<file path="config.mk">
export PLATFORM = sky130hd
export DESIGN_NAME = tcse_channel_ctrl
export DESIGN_NICKNAME = d
export VERILOG_FILES = /design/src/design/tcse_pkg.sv /design/src/design/tcse_channel_ctrl.sv /design/src/design/tcse_echo_fifo.sv
export SDC_FILE = /design/constraint.sdc
export NUM_CORES = 1
export LEC_CHECK = 0
export BUFFER_PORTS_ARGS = -buffer_cell sky130_fd_sc_hd__buf_2
export CORE_ASPECT_RATIO = 1.25
export CORE_MARGIN = 1
export CORE_UTILIZATION = 32
export CTS_BUF_LIST = sky130_fd_sc_hd__clkbuf_8
export DETAILED_ROUTE_END_ITERATION = 10
export GPL_TIMING_DRIVEN = 0
export SLEW_MARGIN = 15
export SYNTH_ARGS = -nofsm -noshare
export SYNTH_HDL_FRONTEND = slang
export SYNTH_SLANG_ARGS = --single-unit
</file>
<file path="constraint.sdc">
create_clock -name clk_i -period 3.1 [get_ports clk_i]
set_input_delay 0.465 -clock clk_i [delete_from_list [all_inputs] [get_ports clk_i]]
set_output_delay 0.465 -clock clk_i [all_outputs]
set_load 0.03 [all_outputs]
</file>
<file path="src/design/tcse_pkg.sv">
package tcse_pkg;

    // channel and transceiver counts, word width and echo buffer depth
    localparam int NUM_CHAN       = 2;
    localparam int XCVR_PER_CHAN  = 2;
    localparam int WORD_W         = 20;
    localparam int ECHO_DEPTH     = 16;

    // banks: bottom bank clocked from channel 0, top bank from channel 1
    localparam int BOT_CLK_CHAN   = 0;
    localparam int TOP_CLK_CHAN   = 1;

    // field widths
    localparam int MODE_W         = 2;
    localparam int LOOP_W         = 3;

    // reset values of the per-channel settings
    localparam logic [1:0] MODE_RST  = 2'h0;
    localparam logic       CSRC_RST  = 1'h0; // 0 bank ref, 1 general ref
    localparam logic       PDN_RST   = 1'h0;

    // loopback codes
    typedef enum logic [2:0] {
        LB_NONE     = 3'b000,
        LB_INT_PAR  = 3'b001,
        LB_POST_SER = 3'b010,
        LB_PRE_SER  = 3'b011,
        LB_ECHO     = 3'b100
    } tcse_loop_type;

    // hardware loopback select to the transceiver
    localparam logic [1:0] XLB_OFF    = 2'h0;
    localparam logic [1:0] XLB_PAR    = 2'h1;
    localparam logic [1:0] XLB_POST   = 2'h2;
    localparam logic [1:0] XLB_PRE    = 2'h3;

    // attribute reload pulse length in clocks
    localparam logic [1:0] RELOAD_LEN = 2'h1;

endpackage : tcse_pkg

</file>
<file path="src/design/tcse_channel_ctrl.sv">
`timescale 1ns/1ps
module tcse_channel_ctrl
    import tcse_pkg::*;
#(
    parameter int NCH = NUM_CHAN,
    parameter int W   = WORD_W,
    parameter int DEP = ECHO_DEPTH
) (
    // clock and reset
    input  wire logic                  clk_i,
    input  wire logic                  rstn_i,
    // processor setting write port
    input  wire logic                  wr_en_i,
    input  wire logic [NCH-1:0]        wr_chan_i,   // one-hot, all = all
    input  wire logic [MODE_W-1:0]     wr_mode_i,
    input  wire logic                  wr_csrc_i,
    input  wire logic                  wr_pdn_i,
    input  wire logic [LOOP_W-1:0]     wr_loop_i,
    input  wire logic [NCH-1:0]        flag_clr_i,
    // polarity request per channel
    input  wire logic [NCH-1:0]        tx_pol_i,
    input  wire logic [NCH-1:0]        rx_pol_i,
    // transceiver clock outputs feeding the banks
    input  wire logic [NCH-1:0]        tx_out_clk_i,
    // per channel, per transceiver data
    input  wire logic [NCH*2*W-1:0]    rx_data_i,
    input  wire logic [NCH*2-1:0]      rx_valid_i,
    input  wire logic [NCH*2*W-1:0]    gen_data_i,
    // applied settings to transceivers (two per channel)
    output logic [NCH*2*MODE_W-1:0]    xcvr_mode_o,
    output logic [NCH*2-1:0]           xcvr_attr_reload_o,
    output logic [NCH*2-1:0]           xcvr_csrc_o,
    output logic [NCH*2-1:0]           xcvr_pdn_o,
    output logic [NCH*4-1:0]           xcvr_lb_o,
    output logic [NCH*2-1:0]           xcvr_tx_pol_o,
    output logic [NCH*2-1:0]           xcvr_rx_pol_o,
    output logic [NCH*2-1:0]           xcvr_tx_idle_o,
    output logic [NCH*2*W-1:0]         tx_data_o,
    // checker and analyzer tap
    output logic [NCH*2*W-1:0]         chk_data_o,
    output logic [NCH*2-1:0]           chk_valid_o,
    // bank user clock select and bank ok status
    output logic                       bot_usr_clk_o,
    output logic                       top_usr_clk_o,
    output logic                       bot_bank_ok_o,
    output logic                       top_bank_ok_o,
    // status
    output logic [NCH-1:0]             ovf_flag_o,
    output logic [NCH-1:0]             udf_flag_o
);

    ////////////////////////////////////////////////////////////////////
    // stored settings, one set per channel
    logic [MODE_W-1:0] mode_q [NCH];
    logic              csrc_q [NCH];
    logic              pdn_q  [NCH];
    tcse_loop_type     loop_q [NCH];
    logic [NCH-1:0]    reload_q;
    logic [NCH-1:0]    ovf_q;
    logic [NCH-1:0]    udf_q;
    logic [NCH-1:0]    echo_act;
    wire logic [NCH*2-1:0] lane_irdy;  // echo buffer can take a word
    wire logic [NCH*2-1:0] lane_ovld;  // echo buffer holds a word

    // map loopback code to transceiver select
    function automatic logic [1:0] xlb_of(input tcse_loop_type c);
        unique case (c)
            LB_INT_PAR:  xlb_of = XLB_PAR;
            LB_POST_SER: xlb_of = XLB_POST;
            LB_PRE_SER:  xlb_of = XLB_PRE;
            default:     xlb_of = XLB_OFF;   // none, echo, bad codes
        endcase
    endfunction : xlb_of

    // settings latch on the write cycle, seen one clock later
    always_ff @(posedge clk_i or negedge rstn_i) begin
        if (!rstn_i) begin
            for (int c = 0; c < NCH; c++) begin
                mode_q[c] <= MODE_RST;
                csrc_q[c] <= CSRC_RST;
                pdn_q[c]  <= PDN_RST;
                loop_q[c] <= LB_NONE;
            end
        end else if (wr_en_i) begin
            for (int c = 0; c < NCH; c++) begin
                if (wr_chan_i[c]) begin
                    mode_q[c] <= wr_mode_i;
                    csrc_q[c] <= wr_csrc_i;
                    pdn_q[c]  <= wr_pdn_i;
                    // out-of-range codes are ignored
                    if (wr_loop_i <= 3'(LB_ECHO)) begin
                        loop_q[c] <= tcse_loop_type'(wr_loop_i);
                    end
                end
            end
        end
    end

    // attribute reload strobe when the mode actually changes
    always_ff @(posedge clk_i or negedge rstn_i) begin
        if (!rstn_i) begin
            reload_q <= '0;
        end else begin
            for (int c = 0; c < NCH; c++) begin
                reload_q[c] <= wr_en_i && wr_chan_i[c] &&
                               (wr_mode_i != mode_q[c]);
            end
        end
    end

    ////////////////////////////////////////////////////////////////////
    // fan each channel's settings to both transceivers
    always_comb begin
        for (int c = 0; c < NCH; c++) begin
            for (int x = 0; x < 2; x++) begin
                // one mode field width for all modes
                xcvr_mode_o[(c*2+x)*MODE_W +: MODE_W] = mode_q[c];
                xcvr_attr_reload_o[c*2+x] = reload_q[c];
                xcvr_csrc_o[c*2+x]  = csrc_q[c];
                xcvr_pdn_o[c*2+x]   = pdn_q[c];
                xcvr_lb_o[(c*2+x)*2 +: 2] = xlb_of(loop_q[c]);
                // parallel loopback ignores polarity
                xcvr_tx_pol_o[c*2+x] = (loop_q[c] != LB_INT_PAR) &&
                                       tx_pol_i[c];
                xcvr_rx_pol_o[c*2+x] = (loop_q[c] != LB_INT_PAR) &&
                                       rx_pol_i[c];
                // drivers held quiet in pre-driver loopback
                xcvr_tx_idle_o[c*2+x] = (loop_q[c] == LB_PRE_SER);
                // checker always sees the received stream
                chk_data_o[(c*2+x)*W +: W] = rx_data_i[(c*2+x)*W +: W];
                chk_valid_o[c*2+x] = rx_valid_i[c*2+x];
            end
            echo_act[c] = (loop_q[c] == LB_ECHO);
        end
    end

    // bank clocks from the clock-source channels
    assign bot_usr_clk_o = tx_out_clk_i[BOT_CLK_CHAN];
    assign top_usr_clk_o = tx_out_clk_i[TOP_CLK_CHAN];
    assign bot_bank_ok_o = !pdn_q[BOT_CLK_CHAN];
    assign top_bank_ok_o = !pdn_q[TOP_CLK_CHAN];

    ////////////////////////////////////////////////////////////////////
    // echo path: one buffer per transceiver, no clock compensation
    genvar g;
    generate
        for (g = 0; g < NCH*2; g++) begin : g_echo
            logic [W-1:0]  e_odat;
            logic [W-1:0]  tx_q;

            // buffer words that arrive while echo is on
            tcse_echo_fifo #(.WIDTH(W), .DEPTH(DEP)) u_fifo (
                .clk_i       (clk_i),
                .rstn_i      (rstn_i),
                .flush_i     (!echo_act[g/2]),
                .in_valid_i  (rx_valid_i[g]),
                .in_ready_o  (lane_irdy[g]),
                .in_data_i   (rx_data_i[g*W +: W]),
                .out_valid_o (lane_ovld[g]),
                .out_ready_i (1'b1),
                .out_data_o  (e_odat)
            );

            // transmit word from flops: echo or generator
            always_ff @(posedge clk_i or negedge rstn_i) begin
                if (!rstn_i) begin
                    tx_q <= '0;
                end else if (echo_act[g/2]) begin
                    tx_q <= lane_ovld[g] ? e_odat : '0;
                end else begin
                    tx_q <= gen_data_i[g*W +: W];
                end
            end
            assign tx_data_o[g*W +: W] = tx_q;
        end
    endgenerate

    // lost words: full on write from either transceiver
    always_ff @(posedge clk_i or negedge rstn_i) begin
        if (!rstn_i) begin
            ovf_q <= '0;
        end else begin
            for (int c = 0; c < NCH; c++) begin
                // set beats clear
                if (echo_act[c] &&
                    ((rx_valid_i[c*2] && !lane_irdy[c*2]) ||
                     (rx_valid_i[c*2+1] && !lane_irdy[c*2+1]))) begin
                    ovf_q[c] <= 1'b1;
                end else if (flag_clr_i[c]) begin
                    ovf_q[c] <= 1'b0;
                end
            end
        end
    end

    // underflow: echo on, slot due but buffer empty
    always_ff @(posedge clk_i or negedge rstn_i) begin
        if (!rstn_i) begin
            udf_q <= '0;
        end else begin
            for (int c = 0; c < NCH; c++) begin
                if (echo_act[c] && !rx_valid_i[c*2] &&
                    !lane_ovld[c*2]) begin
                    udf_q[c] <= 1'b1;
                end else if (flag_clr_i[c]) begin
                    udf_q[c] <= 1'b0;
                end
            end
        end
    end

    assign ovf_flag_o = ovf_q;
    assign udf_flag_o = udf_q;

    ////////////////////////////////////////////////////////////////////
    // checks
    property p_pre_idle;
        @(posedge clk_i) disable iff (!rstn_i)
        (loop_q[0] == LB_PRE_SER) |-> xcvr_tx_idle_o[1:0] == 2'b11;
    endproperty
    a_pre_idle: assert property (p_pre_idle)
        else $error("pre-driver loopback left tx active");

    property p_write_apply;
        @(posedge clk_i) disable iff (!rstn_i)
        (wr_en_i && wr_chan_i[0]) |=> xcvr_pdn_o[1:0] == {2{$past(wr_pdn_i)}};
    endproperty
    a_write_apply: assert property (p_write_apply)
        else $error("power setting not applied to both");

    property p_other_chan;
        @(posedge clk_i) disable iff (!rstn_i)
        (wr_en_i && !wr_chan_i[1]) |=> $stable(xcvr_csrc_o[3:2]);
    endproperty
    a_other_chan: assert property (p_other_chan)
        else $error("write leaked into other channel");

    property p_reload;
        @(posedge clk_i) disable iff (!rstn_i)
        (wr_en_i && wr_chan_i[0] && wr_mode_i != mode_q[0])
            |=> xcvr_attr_reload_o[0] ##1 (xcvr_attr_reload_o[0] ==
                $past(wr_en_i && wr_chan_i[0] && wr_mode_i != mode_q[0]));
    endproperty
    a_reload: assert property (p_reload)
        else $error("mode change did not reload attributes once");

    property p_par_pol;
        @(posedge clk_i) disable iff (!rstn_i)
        (loop_q[0] == LB_INT_PAR) |-> xcvr_tx_pol_o[1:0] == 2'b00;
    endproperty
    a_par_pol: assert property (p_par_pol)
        else $error("polarity active in parallel loopback");

    property p_sticky;
        @(posedge clk_i) disable iff (!rstn_i)
        !flag_clr_i[0] |=> ({ovf_q[0], udf_q[0]} &
            $past({ovf_q[0], udf_q[0]})) == $past({ovf_q[0], udf_q[0]});
    endproperty
    a_sticky: assert property (p_sticky)
        else $error("sticky flag dropped without clear");

    property p_chk_tap;
        @(posedge clk_i) disable iff (!rstn_i)
        echo_act[0] |-> chk_valid_o[0] == rx_valid_i[0];
    endproperty
    a_chk_tap: assert property (p_chk_tap)
        else $error("checker lost data during echo");

    property p_bank_ok;
        @(posedge clk_i) disable iff (!rstn_i)
        pdn_q[BOT_CLK_CHAN] |-> !bot_bank_ok_o;
    endproperty
    a_bank_ok: assert property (p_bank_ok)
        else $error("bottom bank ok with clock channel down");

endmodule : tcse_channel_ctrl

</file>
<file path="src/design/tcse_echo_fifo.sv">
`timescale 1ns/1ps
module tcse_echo_fifo
    import tcse_pkg::*;
#(
    parameter int WIDTH = WORD_W,
    parameter int DEPTH = ECHO_DEPTH
) (
    // clock and reset
    input  wire logic             clk_i,
    input  wire logic             rstn_i,
    input  wire logic             flush_i,
    // fill side
    input  wire logic             in_valid_i,
    output logic                  in_ready_o,
    input  wire logic [WIDTH-1:0] in_data_i,
    // drain side
    output logic                  out_valid_o,
    input  wire logic             out_ready_i,
    output logic      [WIDTH-1:0] out_data_o
);

    localparam int AW = $clog2(DEPTH);

    logic [WIDTH-1:0] mem_q [DEPTH];   // flip-flop storage
    logic [AW-1:0]    wp_q;            // write index
    logic [AW-1:0]    rp_q;            // read index
    logic [AW:0]      cnt_q;           // words held
    logic             push;
    logic             pop;

    ////////////////////////////////////////////////////////////////////
    // handshake
    // full refuses the word even if a drain is due: keeps push simple
    assign in_ready_o  = (cnt_q != (AW+1)'(DEPTH));
    assign out_valid_o = (cnt_q != '0);
    assign push        = in_valid_i && in_ready_o;
    assign pop         = out_valid_o && out_ready_i;
    assign out_data_o  = mem_q[rp_q];

    // storage write, no reset needed for data
    always_ff @(posedge clk_i) begin
        if (push) begin
            mem_q[wp_q] <= in_data_i;
        end
    end

    // pointers and fill count
    always_ff @(posedge clk_i or negedge rstn_i) begin
        if (!rstn_i) begin
            wp_q  <= '0;
            rp_q  <= '0;
            cnt_q <= '0;
        end else if (flush_i) begin
            wp_q  <= '0;
            rp_q  <= '0;
            cnt_q <= '0;
        end else begin
            if (push) begin
                wp_q <= (wp_q == AW'(DEPTH-1)) ? '0 : wp_q + AW'(1);
            end
            if (pop) begin
                rp_q <= (rp_q == AW'(DEPTH-1)) ? '0 : rp_q + AW'(1);
            end
            cnt_q <= cnt_q + (AW+1)'(push) - (AW+1)'(pop);
        end
    end

endmodule : tcse_echo_fifo

</file>
; Yosys cells after proc, flatten, opt, wreduce, memory -nomap -nowiden
; Memories as Yosys holds them, arrays and structs flattened.
; Index checks and enable logic that the tools add are counted.
[word_totals]
register_bits = 152
mem_bits_ro = 0
n_memories = 4
ramBits = 1280
latchBits = 0
input_bits = 184
word_cells = 180
output_inout_bits = 212
[op_classes]
eq_ne = 32
magnitude_cmp = 1
n_bitwise = 0
muxes = 52
n_reduce_logical = 46
div_mod_pow = 0
shifts = 0
n_addsub = 16
n_mul = 0
[memory_table]
columns = memory, depth, width, rd, rd_clocked_by_memory_dff, wr, line
row1 = g_echo[0].u_fifo.mem_q, 16, 20, 1, 0, 1, tcse_echo_fifo.sv:24  ; logic [WIDTH-1:0] mem_q [DEPTH];
row2 = g_echo[1].u_fifo.mem_q, 16, 20, 1, 0, 1, tcse_echo_fifo.sv:24
row3 = g_echo[2].u_fifo.mem_q, 16, 20, 1, 0, 1, tcse_echo_fifo.sv:24
row4 = g_echo[3].u_fifo.mem_q, 16, 20, 1, 0, 1, tcse_echo_fifo.sv:24
[ops]
columns = op, count
row1 = two-way mux 20 bit, 8
row2 = two-way mux 4 bit, 24
row3 = adder 4 x 1 -> 4 bit (second input constant), 8
row4 = equality test 4 bit (second input constant), 8
row5 = logical AND 1 bit, 22
row6 = adder 5 x 1 -> 5 bit, 4
row7 = two-way mux 5 bit, 4
row8 = inequality test 5 bit (second input constant), 4
row9 = nonzero test 5 bit, 4
row10 = subtractor 5 x 1 -> 5 bit, 4
row11 = inequality test 2 x 1 -> 1 bit (second input constant), 8
row12 = two-way mux 1 bit, 14
row13 = equality test 3 x 2 -> 1 bit (second input constant), 4
row14 = case mux 2 bit (3 select lines), 2
row15 = logical NOT 1 bit, 10
row16 = nonzero test 2 bit, 4
row17 = equality test 3 x 1 -> 1 bit (second input constant), 2
row18 = equality test 3 bit (second input constant), 2
row19 = inequality test 3 x 1 -> 1 bit (second input constant), 2
row20 = AND reduction 3 bit, 2
row21 = inequality test 2 bit, 2
row22 = AND reduction 2 bit, 2
row23 = less-or-equal comparator 3 bit (second input constant), 1
row24 = logical OR 1 bit, 2

; Longest topological paths before layout
[depth]
word_depth = 6
ltp_mapped = 13

; Hierarchy
; From an unflattened synthesis, not the netlist that was laid out.
[hier_totals]
hier_cells = 3130
area_unflattened_um2 = 57930.6
[modules_own_cells]
columns = module, cells_per_inst, instances, area_per_inst_um2, seq_area_each_um2
row1 = tcse_echo_fifo at g_echo[1].u_fifo ..., 637, 2, 13106.3, 9934.5
row2 = tcse_echo_fifo at g_echo[0].u_fifo, 679, 1, 13354.1, 9934.5
row3 = tcse_echo_fifo at g_echo[3].u_fifo, 640, 1, 13227.7, 9934.5
row4 = tcse_channel_ctrl, 537, 1, 5136.2, 2502.4

; Least setup slack after synthesis
; No wires, ideal clock.
[synth_path]
path_kind = register to register
start = register g_echo[2].u_fifo.cnt_q[2]
end = memory g_echo[2].u_fifo.mem_q[3][0] (netlist bit) (enable)
slack_ns = -0.353
t_required_ns = 2.652
path_buffers = 0
arrival_ns = 3.005
setup_time_ns = 0.448
stages_incl_launch_ff = 6
path_cell_list = dfrtp_1 > inv_1 > ha_1 > and4bb_2 > nand2b_1 > nor4_1
[synth_between]
elab_chain_len = 4
[synth_lines]
columns = element, line
row1 = from (decl), tcse_echo_fifo.sv:27  ; logic [AW:0] cnt_q;
row2 = from (signal assigned), tcse_echo_fifo.sv:64  ; cnt_q <= cnt_q + (AW+1)'(push) - (AW+1)'(pop);
row3 = inequality test 5 bit, tcse_echo_fifo.sv:34  ; assign in_ready_o = (cnt_q != (AW+1)'(DEPTH));
row4 = logical AND 1 bit, tcse_echo_fifo.sv:36  ; assign push = in_valid_i && in_ready_o;
row5 = two-way mux 1 bit, tcse_echo_fifo.sv:42  ; if (push) begin
row6 = two-way mux 1 bit (not written as such), tcse_echo_fifo.sv:43  ; mem_q[wp_q] <= in_data_i;
row7 = to (decl), tcse_echo_fifo.sv:24
; Every way passes these cells.

; Worst setup path after layout
[layout_path]
start = register g_echo[0].u_fifo.cnt_q[2]
end = memory g_echo[0].u_fifo.mem_q[3][8] (netlist bit) (enable)
[layout_between]
elab_chain_len = 4
[layout_lines]
columns = element, line
row1 = from (decl), tcse_echo_fifo.sv:27
row2 = from (signal assigned), tcse_echo_fifo.sv:64
row3 = inequality test 5 bit, tcse_echo_fifo.sv:34
row4 = logical AND 1 bit, tcse_echo_fifo.sv:36
row5 = two-way mux 1 bit, tcse_echo_fifo.sv:42
row6 = two-way mux 1 bit (not written as such), tcse_echo_fifo.sv:43
row7 = to (decl), tcse_echo_fifo.sv:24
; Every way passes these cells.

==> run metrics <==
status finished clean; Mean Syn Cell Area 20.5 sq um; via count 29,700; non-filler cells, final 6,216; Syn Nets 3,021; CP required 3730 ps; design area 0.0696 sq mm; critical path class flip-flop to flip-flop; post-synth top area cell edfxtp_1; flops & latches, synth approximately 1,400; CP bufs+invs 4; ys async rst share 10.6%; CP Max Fanout 7; hpwl dp 89,200 um; max-cap violation count 0; worst path cell trace inv_1 > ha_1 > and4bb_2 > nand2b_1 > nor4_2 > buf_4 > buf_2 > buf_2; PnR worst setup slack 191 ps; Setup crit end kind flip-flop; min-delay worst type input port to flip-flop; setup slack, reg-to-reg ~190 ps; Residual DRC 0; CTS tree done; Core Rows around 170; Syn Inst Count ~2,800; commonest non-fill, non-tap cell in the layout edfxtp_1; Mapped Area 0.0571 sq mm; RSZ-0062 raised after global routing no; routed len/inst 22.6 um; post-synth cell types a little under 60; drt total wl 140,000 um; CTS root buf clkbuf_8; dpl cell area approximately 0.063 sq mm; Synth top area share about two thirds; CP Launch Type flip-flop; Tot GR Track Use 15.6%; Synth area leaders edfxtp_1 (67%), mux4_2 (12%), dfrtp_1 (6.7%); Core Footprint roughly 0.18 sq mm; Final Critical Period 2910 ps; Post-synth EDFFs roughly 1,300; antenna-violating nets left 0; Critical Path Source g_echo[0].u_fifo.cnt_q[2]; worst-margin pin slew ~1100 ps; Top FF cell, synth edfxtp_1; initial antenna violation count 5; first-pass GRT wire length around 200,000 um; # IOs approximately 400; Top delay family on crit path simple AND/OR/NAND/NOR gates; slowest cell on the critical path nor4_2; arrival time at the worst endpoint about 3500 ps; later-pin clock latency in the skew report 950 ps; # H-tree levels 4; vias per std cell 4.78; # clock sinks 1,432; dpl ws -376 ps; CP max stage delay 620 ps; Final Hold Vio Count 0; grt ovf 0; Critical Path End g_echo[0].u_fifo.mem_q[3][8]; clock buffer depth 3; VDD IR max between 0.0003 and 0.0004 V; slew margin rel. 25.2%; YS warnings 0; Crit Reg-Reg Endpoint g_echo[0].u_fifo.mem_q[3][8]; total CTS buffers 225; worst clock skew between 70 and 80 ps; die area ~0.18 sq mm; Fill cells between 15,000 and 20,000; Pre-antenna DRT Iters 5; CP Depth 8; IO Port Bufs 392; vias in the first global route 31,400; power density cells 569 mW/mm^2; layout cells sized above 1 34.6%; Die Wd 380 um; Clock transition at path regs 60 ps; DRT iter0 DRCs 2,246; Pleak 23.3 nW; Initial Util between 30% and 40%; Net count, final 3,901; Max Fclk 344 MHz; GPL Wtd Cong 0.752; cell mode on critical path buf_2; chip height 474 um; Syn-to-layout area delta 21.9%; Setup violations, final 0; r2r worst-path depth 8; fin crit share between 90 and 100%; pin count of the biggest net entering global routing 81; Placed Cells 5,601; fraction of the yosys area taken by sequential cells 74.0%; Slew Limit Fails 0; reg2reg start g_echo[0].u_fifo.cnt_q[2]; most frequent cells in the layout edfxtp_1 (1,280), buf_2 (448), mux4_2 (304)
-- repair_timing --
item / CTS / global route
setup buffers: 2 / 3
endpoints found under the setup margin: 4 / 23
hold buffers: 185 / 0
hold endpoints to repair: 1541 / 0
gates resized for setup: 3 / 4
-- cell usage after synthesis (15+ instances only) --
| master | number |
|---|---|
| mux2i_1 | 238 |
| a22o_1 | 76 |
| buf_6 | 19 |
| dfrtp_1 | 152 |
| ha_1 | 44 |
| buf_1 | 24 |
| clkbuf_1 | 51 |
| xnor2_1 | 16 |
| a21oi_1 | 41 |
| buf_2 | 34 |
| nor4_1 | 15 |
| and2_1 | 30 |
| nand2_1 | 37 |
| nor2_1 | 65 |
| mux4_2 | 304 |
| edfxtp_1 | 1280 |
| buf_4 | 110 |
| inv_1 | 76 |
| nand3_1 | 21 |
-- sequential cells by signal, indices dropped and copies added (netlist names) --
| name | flops |
|---|---|
| g_echo.u_fifo.mem_q | 1280 |
| g_echo.u_fifo.wp_q | 16 |
| g_echo.u_fifo.rp_q | 16 |
| loop_q | 6 |
| xcvr_csrc_o | 2 |
| g_echo.tx_q | 80 |
| xcvr_pdn_o | 2 |
| ovf_flag_o | 2 |
| xcvr_mode_o | 4 |
| udf_flag_o | 2 |
| reload_q | 2 |
| g_echo.u_fifo.cnt_q | 20 |
-- worst register-to-register path, cell delays in order (launching register included) --
cell and delay, ps:
dfrtp_1 350, inv_1 70, ha_1 210, and4bb_2 290, nand2b_1 310, nor4_2 630, buf_4 290, buf_2 230
buf_2 240
-- worst min path at each step --
stage / depth (start not counted) / end / start
floorplan: 0 / g_echo[0].tx_q[0] / rstn_i
global placement: 2 / udf_flag_o[0] / udf_flag_o[0]
detailed placement: 1 / g_echo[0].tx_q[12] / rstn_i
CTS: 3 / g_echo[1].tx_q[9] / gen_data_i[29]
global route: 3 / g_echo[3].tx_q[12] / gen_data_i[72]
finish: 3 / g_echo[3].tx_q[4] / gen_data_i[64]
-- power by group --
part	total (mW)	switching (mW)	leakage (nW)	internal [mW]
clock	15.6	7.63	2.53	7.96
sequential	21.4	0.107	13.5	21.3
combinational	2.62	1.62	7.33	1.01
total	39.6	9.36	23.3	30.2
-- logic make-up after synthesis --
group / count (synthesis) / synth area share [%]
flip-flops: 1432 / 74.0
buffers and inverters: 323 / 3.31
multiplexers: 561 / 16.8
adder cells (fa/ha/maj): 48 / 1.10
XOR/XNOR: 22 / 0.338
AO/OA/AOI/OAI: 174 / 2.27
AND/OR/NAND/NOR: 229 / 2.16
-- routing by layer --
metal	part of all wire, %	global-route usage (%)	vias up
met4	2.4	5.16	0
met2	49	25.9	1002
met3	6.5	3.54	230
li1	-	-	13000
met1	42	20.2	15500
met5	0	0	-
-- area by class of cell --
type                            count  area (sq um)  area share, %
Tap cell                         2349          2940           4.22
Buffer                            243          1600           2.30
Multi-Input combinational cell   1034         13300           19.1
Antenna cell                        2          5.00        0.00719
Clock inverter                    184          1130           1.63
Timing Repair Buffer              653          4770           6.86
Sequential cell                  1432         42200           60.7
Inverter                           80           300          0.432
Clock buffer                      239          3290           4.73
-- per-stage QoR --
stage / setup TNS, ps / util, % / power (mW) / hold WS, ps
finish: 0 / 39.4 / 39.6 / 286
global route: 0 / 39.4 / 41.0 / 187
CTS: 0 / 39.4 / 40.1 / 124
detailed placement: -844 / 35.8 / 24.2 / 331
global placement: -1222760 / 35.1 / 24.1 / 502
floorplan: -55520 / - / 23.1 / 169
Power figures use the tool's default switching activity.
